$ cat src/hdl/tac_pkg.sv
// Shared constants, types and register map of the asynchronous timer control block
package tac_pkg;

    // ==========================================================
    // Bus geometry
    localparam int AXI_AW = 12;
    localparam int IDX_W = 10;
    localparam logic [1:0] RESP_OKAY = 2'h0;
    localparam logic [1:0] RESP_SLVERR = 2'h2;

    // ==========================================================
    // Register indices (byte address is four times the index)
    localparam logic [IDX_W-1:0] IDX_GEN_CTRL = 10'h023;
    localparam logic [IDX_W-1:0] IDX_CTRL_A = 10'h024;
    localparam logic [IDX_W-1:0] IDX_CTRL_B = 10'h026;
    localparam logic [IDX_W-1:0] IDX_COUNTER = 10'h027;
    localparam logic [IDX_W-1:0] IDX_COMPARE = 10'h028;
    localparam logic [IDX_W-1:0] IDX_MASK = 10'h06E;
    localparam logic [IDX_W-1:0] IDX_FLAGS = 10'h015;
    localparam logic [IDX_W-1:0] IDX_ASYNC = 10'h0B6;

    // ==========================================================
    // Field positions
    localparam int GEN_SYNC_BIT = 7;
    localparam int GEN_PRE_RST_BIT = 1;
    localparam int GEN_PSR1_BIT = 0;
    localparam int ASY_EXT_CLK_BIT = 6;
    localparam int ASY_SEL_BIT = 5;
    localparam int IRQ_CMP_BIT = 1;
    localparam int IRQ_OVF_BIT = 0;
    localparam int BUSY_CNT = 3;
    localparam int BUSY_CMP = 2;
    localparam int BUSY_CA = 1;
    localparam int BUSY_CB = 0;
    localparam int COM_HI = 7;
    localparam int COM_LO = 6;
    localparam int WGM_HI = 1;
    localparam int WGM_LO = 0;
    localparam int CS_HI = 2;
    localparam int CS_LO = 0;
    localparam logic [7:0] CTRL_A_RD_MASK = 8'hC3;
    localparam logic [7:0] CTRL_B_RD_MASK = 8'h07;
    localparam logic [7:0] REG_RESET = 8'h00;

    // ==========================================================
    // Counting and prescaler
    localparam logic [7:0] CNT_MAX = 8'hFF;
    localparam logic [7:0] CNT_BOTTOM = 8'h00;
    localparam logic [7:0] CNT_STEP = 8'h01;
    localparam int PRE_W = 10;
    localparam logic [PRE_W-1:0] PRE_STEP = 10'h001;
    localparam logic [PRE_W-1:0] TAP_8 = 10'h007;
    localparam logic [PRE_W-1:0] TAP_32 = 10'h01F;
    localparam logic [PRE_W-1:0] TAP_64 = 10'h03F;
    localparam logic [PRE_W-1:0] TAP_128 = 10'h07F;
    localparam logic [PRE_W-1:0] TAP_256 = 10'h0FF;
    localparam logic [PRE_W-1:0] TAP_1024 = 10'h3FF;
    localparam logic [1:0] COM_TOGGLE = 2'h1;
    localparam logic [1:0] COM_CLEAR = 2'h2;
    localparam logic [1:0] COM_SET = 2'h3;

    typedef enum logic [2:0] {CS_STOP, CS_DIRECT, CS_DIV8, CS_DIV32, CS_DIV64, CS_DIV128,
        CS_DIV256, CS_DIV1024} tac_clk_sel_t;
    typedef enum logic [1:0] {WGM_NORMAL, WGM_PHASE, WGM_CTC, WGM_FAST} tac_wgm_t;

    // ==========================================================
    // Bus carriers
    typedef struct packed {
        logic awvalid;
        logic [AXI_AW-1:0] awaddr;
        logic wvalid;
        logic [31:0] wdata;
        logic [3:0] wstrb;
        logic bready;
        logic arvalid;
        logic [AXI_AW-1:0] araddr;
        logic rready;
    } tac_axi_req_t;

    typedef struct packed {
        logic awready;
        logic wready;
        logic bvalid;
        logic [1:0] bresp;
        logic arready;
        logic rvalid;
        logic [31:0] rdata;
        logic [1:0] rresp;
    } tac_axi_rsp_t;

    // ==========================================================
    // Whole state of the block
    typedef struct packed {
        tac_axi_rsp_t rsp;
        logic aw_held;
        logic w_held;
        logic [IDX_W-1:0] w_idx;
        logic [7:0] w_byte;
        logic w_lane;
        logic sync1;
        logic sync2;
        logic sync3;
        logic [7:0] counter;
        logic [7:0] counter_tmp;
        logic [7:0] compare;
        logic [7:0] compare_tmp;
        logic [7:0] ctrl_a;
        logic [7:0] ctrl_a_tmp;
        logic [7:0] ctrl_b;
        logic [7:0] ctrl_b_tmp;
        logic [3:0] busy;
        logic ext_clk_en;
        logic async_sel;
        logic [1:0] mask;
        logic [1:0] flags;
        logic sync_mode;
        logic pre_rst;
        logic psr1;
        logic [PRE_W-1:0] prescaler;
        logic count_down;
        logic match_block;
        logic wave;
        logic cmp_irq;
        logic ovf_irq;
        logic osc_en;
        logic buf_en;
    } tac_state_t;

endpackage

$ cat src/hdl/tac_timer0_async.sv
// Timer0 register side: async clocking, update-busy handshake, flags and prescaler reset
`timescale 1ns/10ps
// How it works
// - Compare value matched against counter every tick but the one after a counter write
// - External clock bit picks buffer over crystal
// - Async select picks I/O or pin clock
// - Changing async select drops pending updates
// - Async select kept only with internal sysclk
// - Async writes set busy until loaded
// - Counter reads live; compare and both control registers read temporary
// - Compare irq needs enable, global, flag
// - Overflow irq needs enable, global, flag
// - Compare flag set on match, W1C/vector
// - Overflow flag set on overflow, W1C/vector
// - Phase mode overflow at bottom reversal
// - Unused status, mask, flag bits read zero
// - Prescaler reset bit self-clears outside sync mode
// - Async prescaler reset holds until done
// - Sync mode bit holds prescaler reset
// - Clearing sync mode clears both resets
module tac_timer0_async (
    input wire logic clk,
    input wire logic rst,
    input wire tac_pkg::tac_axi_req_t axi_req,
    output tac_pkg::tac_axi_rsp_t axi_rsp,
    input wire logic global_interrupt_enable,
    input wire logic compare_vector_taken,
    input wire logic overflow_vector_taken,
    input wire logic sysclk_internal_osc,
    input wire logic crystal_input_pin,
    output logic waveform_output_pin,
    output logic compare_irq,
    output logic overflow_irq,
    output logic crystal_osc_enable,
    output logic ext_clock_buffer_enable,
    output logic prescaler1_reset
);
    import tac_pkg::*;

    tac_state_t s;
    tac_state_t n;
    logic async_edge;
    logic src_tick;
    logic timer_tick;
    logic cmp_hit;
    logic ovf_hit;
    logic at_top;
    logic wr_go;
    logic wr_hit;
    logic rd_go;
    logic [8:0] rd_word;
    logic [8:0] wr_word;
    logic [7:0] top;
    tac_wgm_t wgm;
    logic [1:0] com;

    // ==========================================================
    // Decoding shared by reads and write acceptance
    function automatic logic [8:0] read_reg(input tac_state_t st, input logic [IDX_W-1:0] idx);
        logic [8:0] r;
        r = {1'b1, REG_RESET};
        unique case (idx)
            IDX_GEN_CTRL: r[7:0] = {st.sync_mode, 5'h00, st.pre_rst, st.psr1};
            IDX_CTRL_A: r[7:0] = st.ctrl_a_tmp & CTRL_A_RD_MASK;
            IDX_CTRL_B: r[7:0] = st.ctrl_b_tmp & CTRL_B_RD_MASK;
            IDX_COUNTER: r[7:0] = st.counter;
            IDX_COMPARE: r[7:0] = st.compare_tmp;
            IDX_MASK: r[7:0] = {6'h00, st.mask};
            IDX_FLAGS: r[7:0] = {6'h00, st.flags};
            IDX_ASYNC: r[7:0] = {1'b0, st.ext_clk_en, st.async_sel, st.busy[BUSY_CNT],
                st.busy[BUSY_CMP], 1'b0, st.busy[BUSY_CA], st.busy[BUSY_CB]};
            default: r = {1'b0, REG_RESET};
        endcase
        return r;
    endfunction

    // Prescaler tap: all low bits set means the divided edge is due
    function automatic logic tap_hit(input logic [2:0] cs, input logic [PRE_W-1:0] pre);
        logic h;
        h = 1'b0;
        unique case (tac_clk_sel_t'(cs))
            CS_STOP: h = 1'b0;
            CS_DIRECT: h = 1'b1;
            CS_DIV8: h = (pre & TAP_8) == TAP_8;
            CS_DIV32: h = (pre & TAP_32) == TAP_32;
            CS_DIV64: h = (pre & TAP_64) == TAP_64;
            CS_DIV128: h = (pre & TAP_128) == TAP_128;
            CS_DIV256: h = (pre & TAP_256) == TAP_256;
            CS_DIV1024: h = (pre & TAP_1024) == TAP_1024;
        endcase
        return h;
    endfunction

    // ==========================================================
    // Timer clock source and events
    // Second and third stages only; the first stage feeds nothing else
    assign async_edge = s.sync2 & ~s.sync3;
    assign src_tick = s.async_sel ? async_edge : 1'b1;
    assign timer_tick = src_tick & tap_hit(s.ctrl_b[CS_HI:CS_LO], s.prescaler);
    assign wgm = tac_wgm_t'(s.ctrl_a[WGM_HI:WGM_LO]);
    assign com = s.ctrl_a[COM_HI:COM_LO];
    assign top = (wgm == WGM_CTC) ? s.compare : CNT_MAX;
    assign at_top = s.counter == top;
    // A counter write masks the match on the following tick
    assign cmp_hit = timer_tick & (s.counter == s.compare) & ~s.match_block;
    assign ovf_hit = timer_tick & ((wgm == WGM_PHASE)
        ? (s.counter == CNT_BOTTOM) & s.count_down
        : (s.counter == CNT_MAX));

    // Bus handshakes
    assign wr_go = s.aw_held & s.w_held;
    assign rd_go = axi_req.arvalid & s.rsp.arready;
    assign rd_word = read_reg(s, axi_req.araddr[AXI_AW-1:2]);
    assign wr_word = read_reg(s, s.w_idx);
    assign wr_hit = wr_word[8];

    // ==========================================================
    // Next state
    always_comb begin
        logic [1:0] flag_clr;
        logic [1:0] flag_set;
        logic wr_en;
        flag_clr = 2'h0;
        flag_set = 2'h0;
        wr_en = wr_go & s.w_lane & wr_hit;
        n = s;

        // Pin synchroniser for the asynchronous timer clock
        n.sync1 = crystal_input_pin;
        n.sync2 = s.sync1;
        n.sync3 = s.sync2;

        // Prescaler runs free except while its reset bit is set
        if (s.pre_rst) begin
            n.prescaler = '0;
        end else if (src_tick) begin
            n.prescaler = s.prescaler + PRE_STEP;
        end

        // Counting sequence
        if (timer_tick) begin
            n.match_block = 1'b0;
            if (wgm == WGM_PHASE) begin
                if (s.count_down) begin
                    if (s.counter == CNT_BOTTOM) begin
                        n.count_down = 1'b0;
                        n.counter = s.counter + CNT_STEP;
                    end else begin
                        n.counter = s.counter - CNT_STEP;
                    end
                end else if (s.counter == CNT_MAX) begin
                    n.count_down = 1'b1;
                    n.counter = s.counter - CNT_STEP;
                end else begin
                    n.counter = s.counter + CNT_STEP;
                end
            end else begin
                n.count_down = 1'b0;
                n.counter = at_top ? CNT_BOTTOM : s.counter + CNT_STEP;
            end
        end

        // Waveform pin follows the compare output mode
        unique case (wgm)
            WGM_NORMAL, WGM_CTC: begin
                if (cmp_hit) begin
                    unique case (com)
                        COM_TOGGLE: n.wave = ~s.wave;
                        COM_CLEAR: n.wave = 1'b0;
                        COM_SET: n.wave = 1'b1;
                        default: n.wave = s.wave;
                    endcase
                end
            end
            WGM_FAST: begin
                if (com == COM_CLEAR || com == COM_SET) begin
                    if (cmp_hit) begin
                        n.wave = (com == COM_SET);
                    end else if (timer_tick && at_top) begin
                        n.wave = (com == COM_CLEAR);
                    end
                end
            end
            WGM_PHASE: begin
                if (cmp_hit && (com == COM_CLEAR || com == COM_SET)) begin
                    n.wave = (com == COM_SET) ^ s.count_down;
                end
            end
        endcase

        // Pending asynchronous updates land on a synchronised timer clock edge
        if (s.async_sel && async_edge) begin
            if (s.busy[BUSY_CNT]) begin
                n.counter = s.counter_tmp;
                n.match_block = 1'b1;
            end
            if (s.busy[BUSY_CMP]) begin
                n.compare = s.compare_tmp;
            end
            if (s.busy[BUSY_CA]) begin
                n.ctrl_a = s.ctrl_a_tmp;
            end
            if (s.busy[BUSY_CB]) begin
                n.ctrl_b = s.ctrl_b_tmp;
            end
            n.busy = 4'h0;
        end

        // Prescaler reset self-clear, held by synchronisation mode
        if (!s.sync_mode) begin
            n.psr1 = 1'b0;
            if (!s.async_sel) begin
                n.pre_rst = 1'b0;
            end else if (async_edge) begin
                n.pre_rst = 1'b0;
            end
        end

        // Register writes
        if (wr_en) begin
            unique case (s.w_idx)
                IDX_GEN_CTRL: begin
                    n.sync_mode = s.w_byte[GEN_SYNC_BIT];
                    if (s.sync_mode && !s.w_byte[GEN_SYNC_BIT]) begin
                        n.pre_rst = 1'b0;
                        n.psr1 = 1'b0;
                    end else begin
                        n.pre_rst = n.pre_rst | s.w_byte[GEN_PRE_RST_BIT];
                        n.psr1 = n.psr1 | s.w_byte[GEN_PSR1_BIT];
                    end
                end
                IDX_CTRL_A: begin
                    n.ctrl_a_tmp = s.w_byte;
                    if (s.async_sel) begin
                        n.busy[BUSY_CA] = 1'b1;
                    end else begin
                        n.ctrl_a = s.w_byte;
                    end
                end
                IDX_CTRL_B: begin
                    n.ctrl_b_tmp = s.w_byte;
                    if (s.async_sel) begin
                        n.busy[BUSY_CB] = 1'b1;
                    end else begin
                        n.ctrl_b = s.w_byte;
                    end
                end
                IDX_COUNTER: begin
                    n.counter_tmp = s.w_byte;
                    if (s.async_sel) begin
                        n.busy[BUSY_CNT] = 1'b1;
                    end else begin
                        n.counter = s.w_byte;
                        n.match_block = 1'b1;
                    end
                end
                IDX_COMPARE: begin
                    n.compare_tmp = s.w_byte;
                    if (s.async_sel) begin
                        n.busy[BUSY_CMP] = 1'b1;
                    end else begin
                        n.compare = s.w_byte;
                    end
                end
                IDX_MASK: n.mask = s.w_byte[1:0];
                IDX_FLAGS: flag_clr = s.w_byte[1:0];
                IDX_ASYNC: begin
                    n.ext_clk_en = s.w_byte[ASY_EXT_CLK_BIT];
                    n.async_sel = s.w_byte[ASY_SEL_BIT];
                    // Switching domains abandons what was in flight
                    if (s.w_byte[ASY_SEL_BIT] != s.async_sel) begin
                        n.busy = 4'h0;
                    end
                end
                default: n.mask = s.mask;
            endcase
        end
        // Pin clocking only when the system clock is internal
        n.async_sel = n.async_sel & sysclk_internal_osc;

        // Flags: a new event wins over a clear in the same cycle
        flag_clr[IRQ_CMP_BIT] = flag_clr[IRQ_CMP_BIT] | compare_vector_taken;
        flag_clr[IRQ_OVF_BIT] = flag_clr[IRQ_OVF_BIT] | overflow_vector_taken;
        flag_set[IRQ_CMP_BIT] = cmp_hit;
        flag_set[IRQ_OVF_BIT] = ovf_hit;
        n.flags = (s.flags & ~flag_clr) | flag_set;

        // Interrupt requests and clock pin control
        n.cmp_irq = s.flags[IRQ_CMP_BIT] & s.mask[IRQ_CMP_BIT] & global_interrupt_enable;
        n.ovf_irq = s.flags[IRQ_OVF_BIT] & s.mask[IRQ_OVF_BIT] & global_interrupt_enable;
        n.osc_en = s.async_sel & ~s.ext_clk_en;
        n.buf_en = s.async_sel & s.ext_clk_en;

        // Write channels, taken in either order
        if (axi_req.awvalid && s.rsp.awready) begin
            n.aw_held = 1'b1;
            n.w_idx = axi_req.awaddr[AXI_AW-1:2];
        end
        if (axi_req.wvalid && s.rsp.wready) begin
            n.w_held = 1'b1;
            n.w_byte = axi_req.wdata[7:0];
            n.w_lane = axi_req.wstrb[0];
        end
        if (s.rsp.bvalid && axi_req.bready) begin
            n.rsp.bvalid = 1'b0;
        end
        if (wr_go) begin
            n.aw_held = 1'b0;
            n.w_held = 1'b0;
            n.rsp.bvalid = 1'b1;
            n.rsp.bresp = wr_hit ? RESP_OKAY : RESP_SLVERR;
        end
        n.rsp.awready = ~n.aw_held & ~n.rsp.bvalid & ~wr_go;
        n.rsp.wready = ~n.w_held & ~n.rsp.bvalid & ~wr_go;

        // Read channel: one outstanding read, answered next cycle
        if (s.rsp.rvalid && axi_req.rready) begin
            n.rsp.rvalid = 1'b0;
        end
        if (rd_go) begin
            n.rsp.rvalid = 1'b1;
            n.rsp.rdata = {24'h000000, rd_word[7:0]};
            n.rsp.rresp = rd_word[8] ? RESP_OKAY : RESP_SLVERR;
        end
        n.rsp.arready = ~n.rsp.rvalid & ~rd_go;
    end

    // ==========================================================
    // State register
    always_ff @(posedge clk) begin
        if (rst) begin
            s <= '0;
        end else begin
            s <= n;
        end
    end

    // Outputs straight from state
    assign axi_rsp = s.rsp;
    assign waveform_output_pin = s.wave;
    assign compare_irq = s.cmp_irq;
    assign overflow_irq = s.ovf_irq;
    assign crystal_osc_enable = s.osc_en;
    assign ext_clock_buffer_enable = s.buf_en;
    assign prescaler1_reset = s.psr1;
endmodule

$ cat config.mk
export PLATFORM = sky130hd
export DESIGN_NAME = tac_timer0_async
export DESIGN_NICKNAME = d
export VERILOG_FILES = /design/src/hdl/tac_pkg.sv /design/src/hdl/tac_timer0_async.sv
export SDC_FILE = /design/constraint.sdc
export NUM_CORES = 1
export LEC_CHECK = 0
export BUFFER_PORTS_ARGS = -buffer_cell sky130_fd_sc_hd__buf_2
export CORE_MARGIN = 10
export CORE_UTILIZATION = 56
export CTS_BUF_LIST = sky130_fd_sc_hd__clkbuf_4 sky130_fd_sc_hd__clkbuf_8 sky130_fd_sc_hd__clkbuf_16
export DETAILED_ROUTE_END_ITERATION = 10
export PLACE_DENSITY = 0.84
export REMOVE_ABC_BUFFERS = 1
export SYNTH_ARGS = -nofsm -noshare
export SYNTH_HDL_FRONTEND = slang
export SYNTH_SLANG_ARGS = --single-unit
$ cat constraint.sdc
create_clock -name clk -period 2.7 [get_ports clk]
set_clock_uncertainty 0.15 [all_clocks]
set_input_delay 0.405 -clock clk [delete_from_list [all_inputs] [get_ports clk]]
set_output_delay 0.405 -clock clk [all_outputs]
set_load 0.02 [all_outputs]
==> metrics.txt, run 1 <==
Register-to-Register Setup Slack=0.15 ns; vias in the first global route=5475; diodes inserted=0; Reg clk slew, reported paths=0.06 ns; number of buffers inserted by port buffering=61; hold crit path type=input pin to register; critical path launch point type=register; effective utilization at floorplan=0.571; Yosys cell types=79; unrepaired setup endpoints after global routing=false; sum of overflow across all layers after global routing=0; Peak Freq=392 MHz; total track usage=0.211; number of flops mapped to enable cells by yosys=0; FF-to-FF End=s[86]; WL per Instance=18.0 um; DRT iter0 DRCs=665; Post-Place Cell Area=6360 um^2; peak ir drop on the vdd network=0.624 mV; remaining antenna violation count=0; standard cell with the maximum stage delay on the critical path=o41ai_1; share of flip-flops with an asynchronous set or reset=0; worst hold stages=3; reg-to-reg startpoint=s[8]; outcome=complete, no violations; cell class contributing the biggest share of worst-path delay=compound AO/OA/AOI/OAI gates; leading area contributor after synthesis=dfxtp_1; # placed instances=911; gate count after technology mapping=756; dominant cell by count in the synthesized netlist=dfxtp_1; register area share after synthesis=0.372; Required @ worst endpoint=2.95 ns; total count of max-transition violations in the final report=0; Longest Clk Path Bufs=2; post-synthesis instance area=6180 um^2; source of the worst hold timing path=axi_req[0]; WP buf/inv=1; area of the core=10800 um^2; setup violators final=0; Primary FF master, synth=dfxtp_1; Die H=125 um; top fanout value on the critical path=7; Horiz. Die Dim=125 um; worst reg-to-reg path cell count=10; pin count of the biggest net entering global routing=48; worst slack at placement=0.0855 ns; DRC violation count after routing=0; Worst-Skew Late Latency=0.53 ns; post-layout min period=2.55 ns; vias per cell=5.93; count of buffers added by post-CTS timing repair for setup=0; via count of the routed design=5726; share of the synthesized area in the top cell type=0.372; cell chain of the critical path=ha_2, and3_1, ha_1, inv_1, a311oi_2, a41oi_2, or2_4, nor3_1, a211oi_1, o41ai_1; top post-synthesis cells by area=dfxtp_1 37%, mux2i_1 6.5%, nand2_1 6.0%; Arrival @ worst endpoint=2.80 ns; clock tree from TritonCTS=built; # rows=38; start point of the critical path=s[8]; Routability Congestion=0.925; worst-case headroom to the max-slew limit=0.554; final setup TNS=0 ns; CP max stage delay=0.40 ns; number of failing hold endpoints at the final stage=0; least setup slack across all paths after layout=0.148 ns; endpoint kind of the worst setup timing path=register; period utilisation layout=0.945; H-Tree Level Count=4; critical path start-end classification=register to register; area of the die=15600 um^2; DRT Wirelength=17400 um; transition time of the tightest slew-check pin=0.668 ns; count of nets after finishing=890; total power per unit cell area=599 nW/um^2; layout cells sized above 1=0.175; number of antenna violations at the first check in global routing=0; post-detail-place hpwl=11700 um; Initial DRT Pass Iterations=5; number of fill cells=874; Hold Crit Endpoint=axi_rsp[34]; total non-filler cell area in the finished layout=7190 um^2; wire length of the first global-routing pass=27800 um; number of top-level pins=119; leading post-synthesis cells by instance count=115 x dfxtp_1, 99 x nand2_1, 86 x nor2_1; end-of-flow core utilization=0.663; average size of a mapped cell=8.18 um^2; P&R area growth vs syn=16.2%; CTS Root Buffer Type=clkbuf_8; leak pwr=2.90 nW; flops & latches, synth=115; number of buffers added by the clock tree synthesis step=17; Final Non-Filler Cells=965; warning count from the yosys run=0; max-capacitance violation count=0; CTS sink count=115
-- metrics by stage --
step / power, mW / hold WS (ns)
after floorplan: 1.91 / 0.264
after global placement: 2.01 / 0.266
after detailed placement: 2.01 / 0.278
after CTS: 4.30 / 0.00826
after global routing: 4.42 / 0.0228
final: 4.31 / 0.0339
-- layout make-up --
class,count,area [um^2],share of cell area
timing repair buffer,94,611,0.0849
clock buffer,18,428,0.0595
inverter,18,67.6,0.00940
multi-input combinational,566,3430,0.477
tap,140,175,0.0244
clock inverter,14,176,0.0245
sequential,115,2300,0.320
-- what timing repair did --
item / CTS / global route
hold endpoints to repair: 22 / 0
hold buffers: 22 / 0
resized for setup: 0 / 5
endpoints found under the setup margin: 0 / 8
-- per-layer routing --
layer,track usage,wire length (um)
met5,0,0
met4,0.0854,395
met3,0.0524,1470
met1,0.252,7000
met2,0.357,8500
-- state kept, by name, indices dropped and copies added (netlist names) --
name	count
crystal_osc_enable	1
ext_clock_buffer_enable	1
s	90
com	2
waveform_output_pin	1
overflow_irq	1
prescaler1_reset	1
compare_irq	1
n	2
axi_rsp	15
-- logic make-up after synthesis --
family                     Yosys count  share of synthesized area
AOI/OAI and AO/OA                  156                      0.181
other                                1                   0.000606
xor gates and xnor gates            12                     0.0170
muxes                               43                     0.0702
DFF                                115                      0.372
buffers and inverters              100                     0.0898
and+or+nand+nor                    323                      0.257
adders and majority gates            6                     0.0121
-- worst reg2reg max path, delay by kind of cell, from the launching register on --
| family | cells | cell delay (ns) |
|---|---|---|
| adder cells (fa/ha/maj) | 2 | 0.33 |
| AND/OR/NAND/NOR | 3 | 0.70 |
| buffers and inverters | 1 | 0.04 |
| AO/OA/AOI/OAI | 4 | 0.85 |
| flip-flops | 1 | 0.35 |
-- report_power, final --
group,switching (mW),internal (mW)
Clock,0.857,1.44
Sequential,0.0455,1.73
Combinational,0.152,0.0887
-- how the worst max path moves through the flow --
stage | slack [ns] | cells after the start | end
after global placement | 0.12 | 10 | s[88]
after detailed placement | 0.09 | 10 | s[88]
after global routing | 0.004 | 8 | waveform_output_pin
final | 0.15 | 10 | s[86]
after floorplan | 0.28 | 10 | s[88]
after CTS | 0.03 | 10 | s[86]
-- cell usage in the layout (no fill, tap or decap), drive strengths merged, types with 5 or more instances in the layout --
cell	count
a211oi	12
a21oi	55
a22o	9
a311oi	10
and2	7
and3	12
buf	72
clkbuf	18
clkinv	6
conb	26
dfxtp	115
dlygate4sd3	22
ha	6
inv	21
mux2i	40
nand2	100
nand2b	7
nand3	41
nand4	8
nor2	90
nor2b	18
nor3	13
nor3b	5
nor4	7
o21ai	22
o41ai	5
xnor2	8
(Power assumes the default switching activity.)
==> run 2: changes to the inputs <==
--- a/config.mk
+++ b/config.mk
@@ -11,6 +11,7 @@
 export CTS_BUF_LIST = sky130_fd_sc_hd__clkbuf_4 sky130_fd_sc_hd__clkbuf_8 sky130_fd_sc_hd__clkbuf_16
 export DETAILED_ROUTE_END_ITERATION = 10
 export PLACE_DENSITY = 0.84
+export RECOVER_POWER = 50
 export REMOVE_ABC_BUFFERS = 1
 export SYNTH_ARGS = -nofsm -noshare
 export SYNTH_HDL_FRONTEND = slang
==> run 2 against run 1 <==
Against the previous run: routed wire length grew 0.24%; hold slack lost 0.0034 ns; final cell count is the same; largest power group unchanged; die area is the same; combinational power is essentially flat; count of clock-buffer cells in the layout is the same.
==> metrics.txt, run 2 (same netlist as run 1, synthesis figures left out) <==
outcome=complete, no violations; wire length of the first global-routing pass=27800 um; end-of-flow core utilization=0.660; number of fill cells=886; source of the worst hold timing path=axi_req[0]; number of antenna violations at the first check in global routing=0; flip-flop count of the largest register after layout=90; commonest cells after routing, fill and taps aside=114 x dfxtp_1, 99 x nand2_1, 85 x nor2_1, 53 x a21oi_1, 41 x nand3_1; max-capacitance violation count=0; number of buffers inserted by port buffering=61; Arrival @ worst endpoint=2.86 ns; Worst-Skew Late Latency=0.54 ns; total track usage=0.211; clock tree from TritonCTS=built; Register-to-Register Setup Slack=0.13 ns; layout cells sized above 1=0.147; setup violators final=0; Peak Freq=390 MHz; via count of the routed design=5714; critical path launch point type=register; top fanout value on the critical path=8; number of top-level pins=119; period utilisation layout=0.950; Hold Slack=0.0305 ns; FF/Latch Area=2300 um^2; Required @ worst endpoint=3.00 ns; Reg clk slew, reported paths=0.06 ns; number of failing hold endpoints at the final stage=0; endpoint kind of the worst setup timing path=register; leak pwr=2.81 nW; transition time of the tightest slew-check pin=1.09 ns; Longest Clk Path Bufs=2; DRC violation count after routing=0; diodes inserted=0; FF-to-FF End=s[90]; Horiz. Die Dim=125 um; total count of max-transition violations in the final report=0; area of the die=15600 um^2; final setup TNS=0 ns; leading cell type in the layout, fill and taps excluded=dfxtp_1; vias per cell=5.92; Hold Crit Endpoint=axi_rsp[34]; number of buffers added by the clock tree synthesis step=17; unrepaired setup endpoints after global routing=false; count of nets after finishing=890; worst hold stages=3; Die H=125 um; Initial DRT Pass Iterations=7; worst-case headroom to the max-slew limit=0.274; Routability Congestion=0.925; vias in the first global route=5475; total area of multi-input combinational cells=3430 um^2; peak ir drop on the vdd network=0.626 mV; post-detail-place hpwl=11700 um; remaining antenna violation count=0; CTS sink count=115; post-layout min period=2.57 ns; reg-to-reg startpoint=s[87]; effective utilization at floorplan=0.571; # rows=38; power after layout=4.31 mW; hold crit path type=input pin to register; pin count of the biggest net entering global routing=48; Largest Register=s; DRT Wirelength=17400 um; CTS Root Buffer Type=clkbuf_8; area of the core=10800 um^2; critical path start-end classification=register to register; sum of overflow across all layers after global routing=0; worst reg-to-reg path cell count=8; P&R area growth vs syn=15.8%; total power per unit cell area=602 nW/um^2; DRT iter0 DRCs=640; H-Tree Level Count=4; WL per Instance=18.0 um
[run 2: cell count changes in the layout (fill, tap and decap cells not counted)]
cell	previous run	this run
clkbuf_1	0	22
buf_2	60	39
buf_4	12	11
or2_0	0	1
or2_2	3	2
[run 2: worst max-delay path by stage]
stage | endpoint | start
after floorplan | s[88] | s[7]
after global placement | s[88] | s[7]
after detailed placement | s[88] | s[7]
after CTS | s[86] | s[7]
after global routing | waveform_output_pin | s[88]
final | s[90] | s[87]
[run 2: repair_timing]
action	in CTS	in global routing
hold buffers	22	0
resized for setup	0	5
hold endpoints to repair	22	0
endpoints found under the setup margin	0	8
buffers inserted	0	0
[run 2: metal layers]
| layer | vias up | global-route usage | part of all wire |
|---|---|---|---|
| met5 | - | 0 | 0 |
| li1 | 2719 | - | - |
| met2 | 274 | 0.357 | 0.49 |
| met4 | 0 | 0.0854 | 0.023 |
| met3 | 39 | 0.0524 | 0.084 |
| met1 | 2682 | 0.252 | 0.40 |
[run 2: through the flow]
stage | std cells | instance area (um^2) | setup WS [ns]
6_report | 965 | 7160 | 0.134
5_1_grt | 965 | 7160 | 0.00353
4_1_cts | 965 | 7180 | 0.0345
3_5_place_dp | 911 | 6360 | 0.0855
3_3_place_gp | 911 | 6360 | 0.124
2_1_floorplan | 699 | 5790 | 0.282
[run 2: final cells by class]
class	count	area share
Sequential cell	115	0.322
Inverter	18	0.00944
Tap cell	140	0.0245
Multi-Input combinational cell	566	0.479
Clock inverter	14	0.0246
Timing Repair Buffer	94	0.0811
Clock buffer	18	0.0598
[run 2: report_power, final]
part,leakage [nW],switching (mW),total (mW),internal [mW]
clock,0.292,0.863,2.30,1.44
combinational,1.59,0.152,0.238,0.0860
sequential,0.931,0.0454,1.77,1.73
total,2.81,1.06,4.31,3.25
[run 2: critical path, stage by stage (launching register included)]
cell,delay (ns)
dfxtp_1,0.51
ha_1,0.28
nand4_1,0.22
nor3_2,0.27
a21o_1,0.23
mux2i_1,0.25
nor4b_1,0.27
a21oi_1,0.09
o41ai_2,0.20
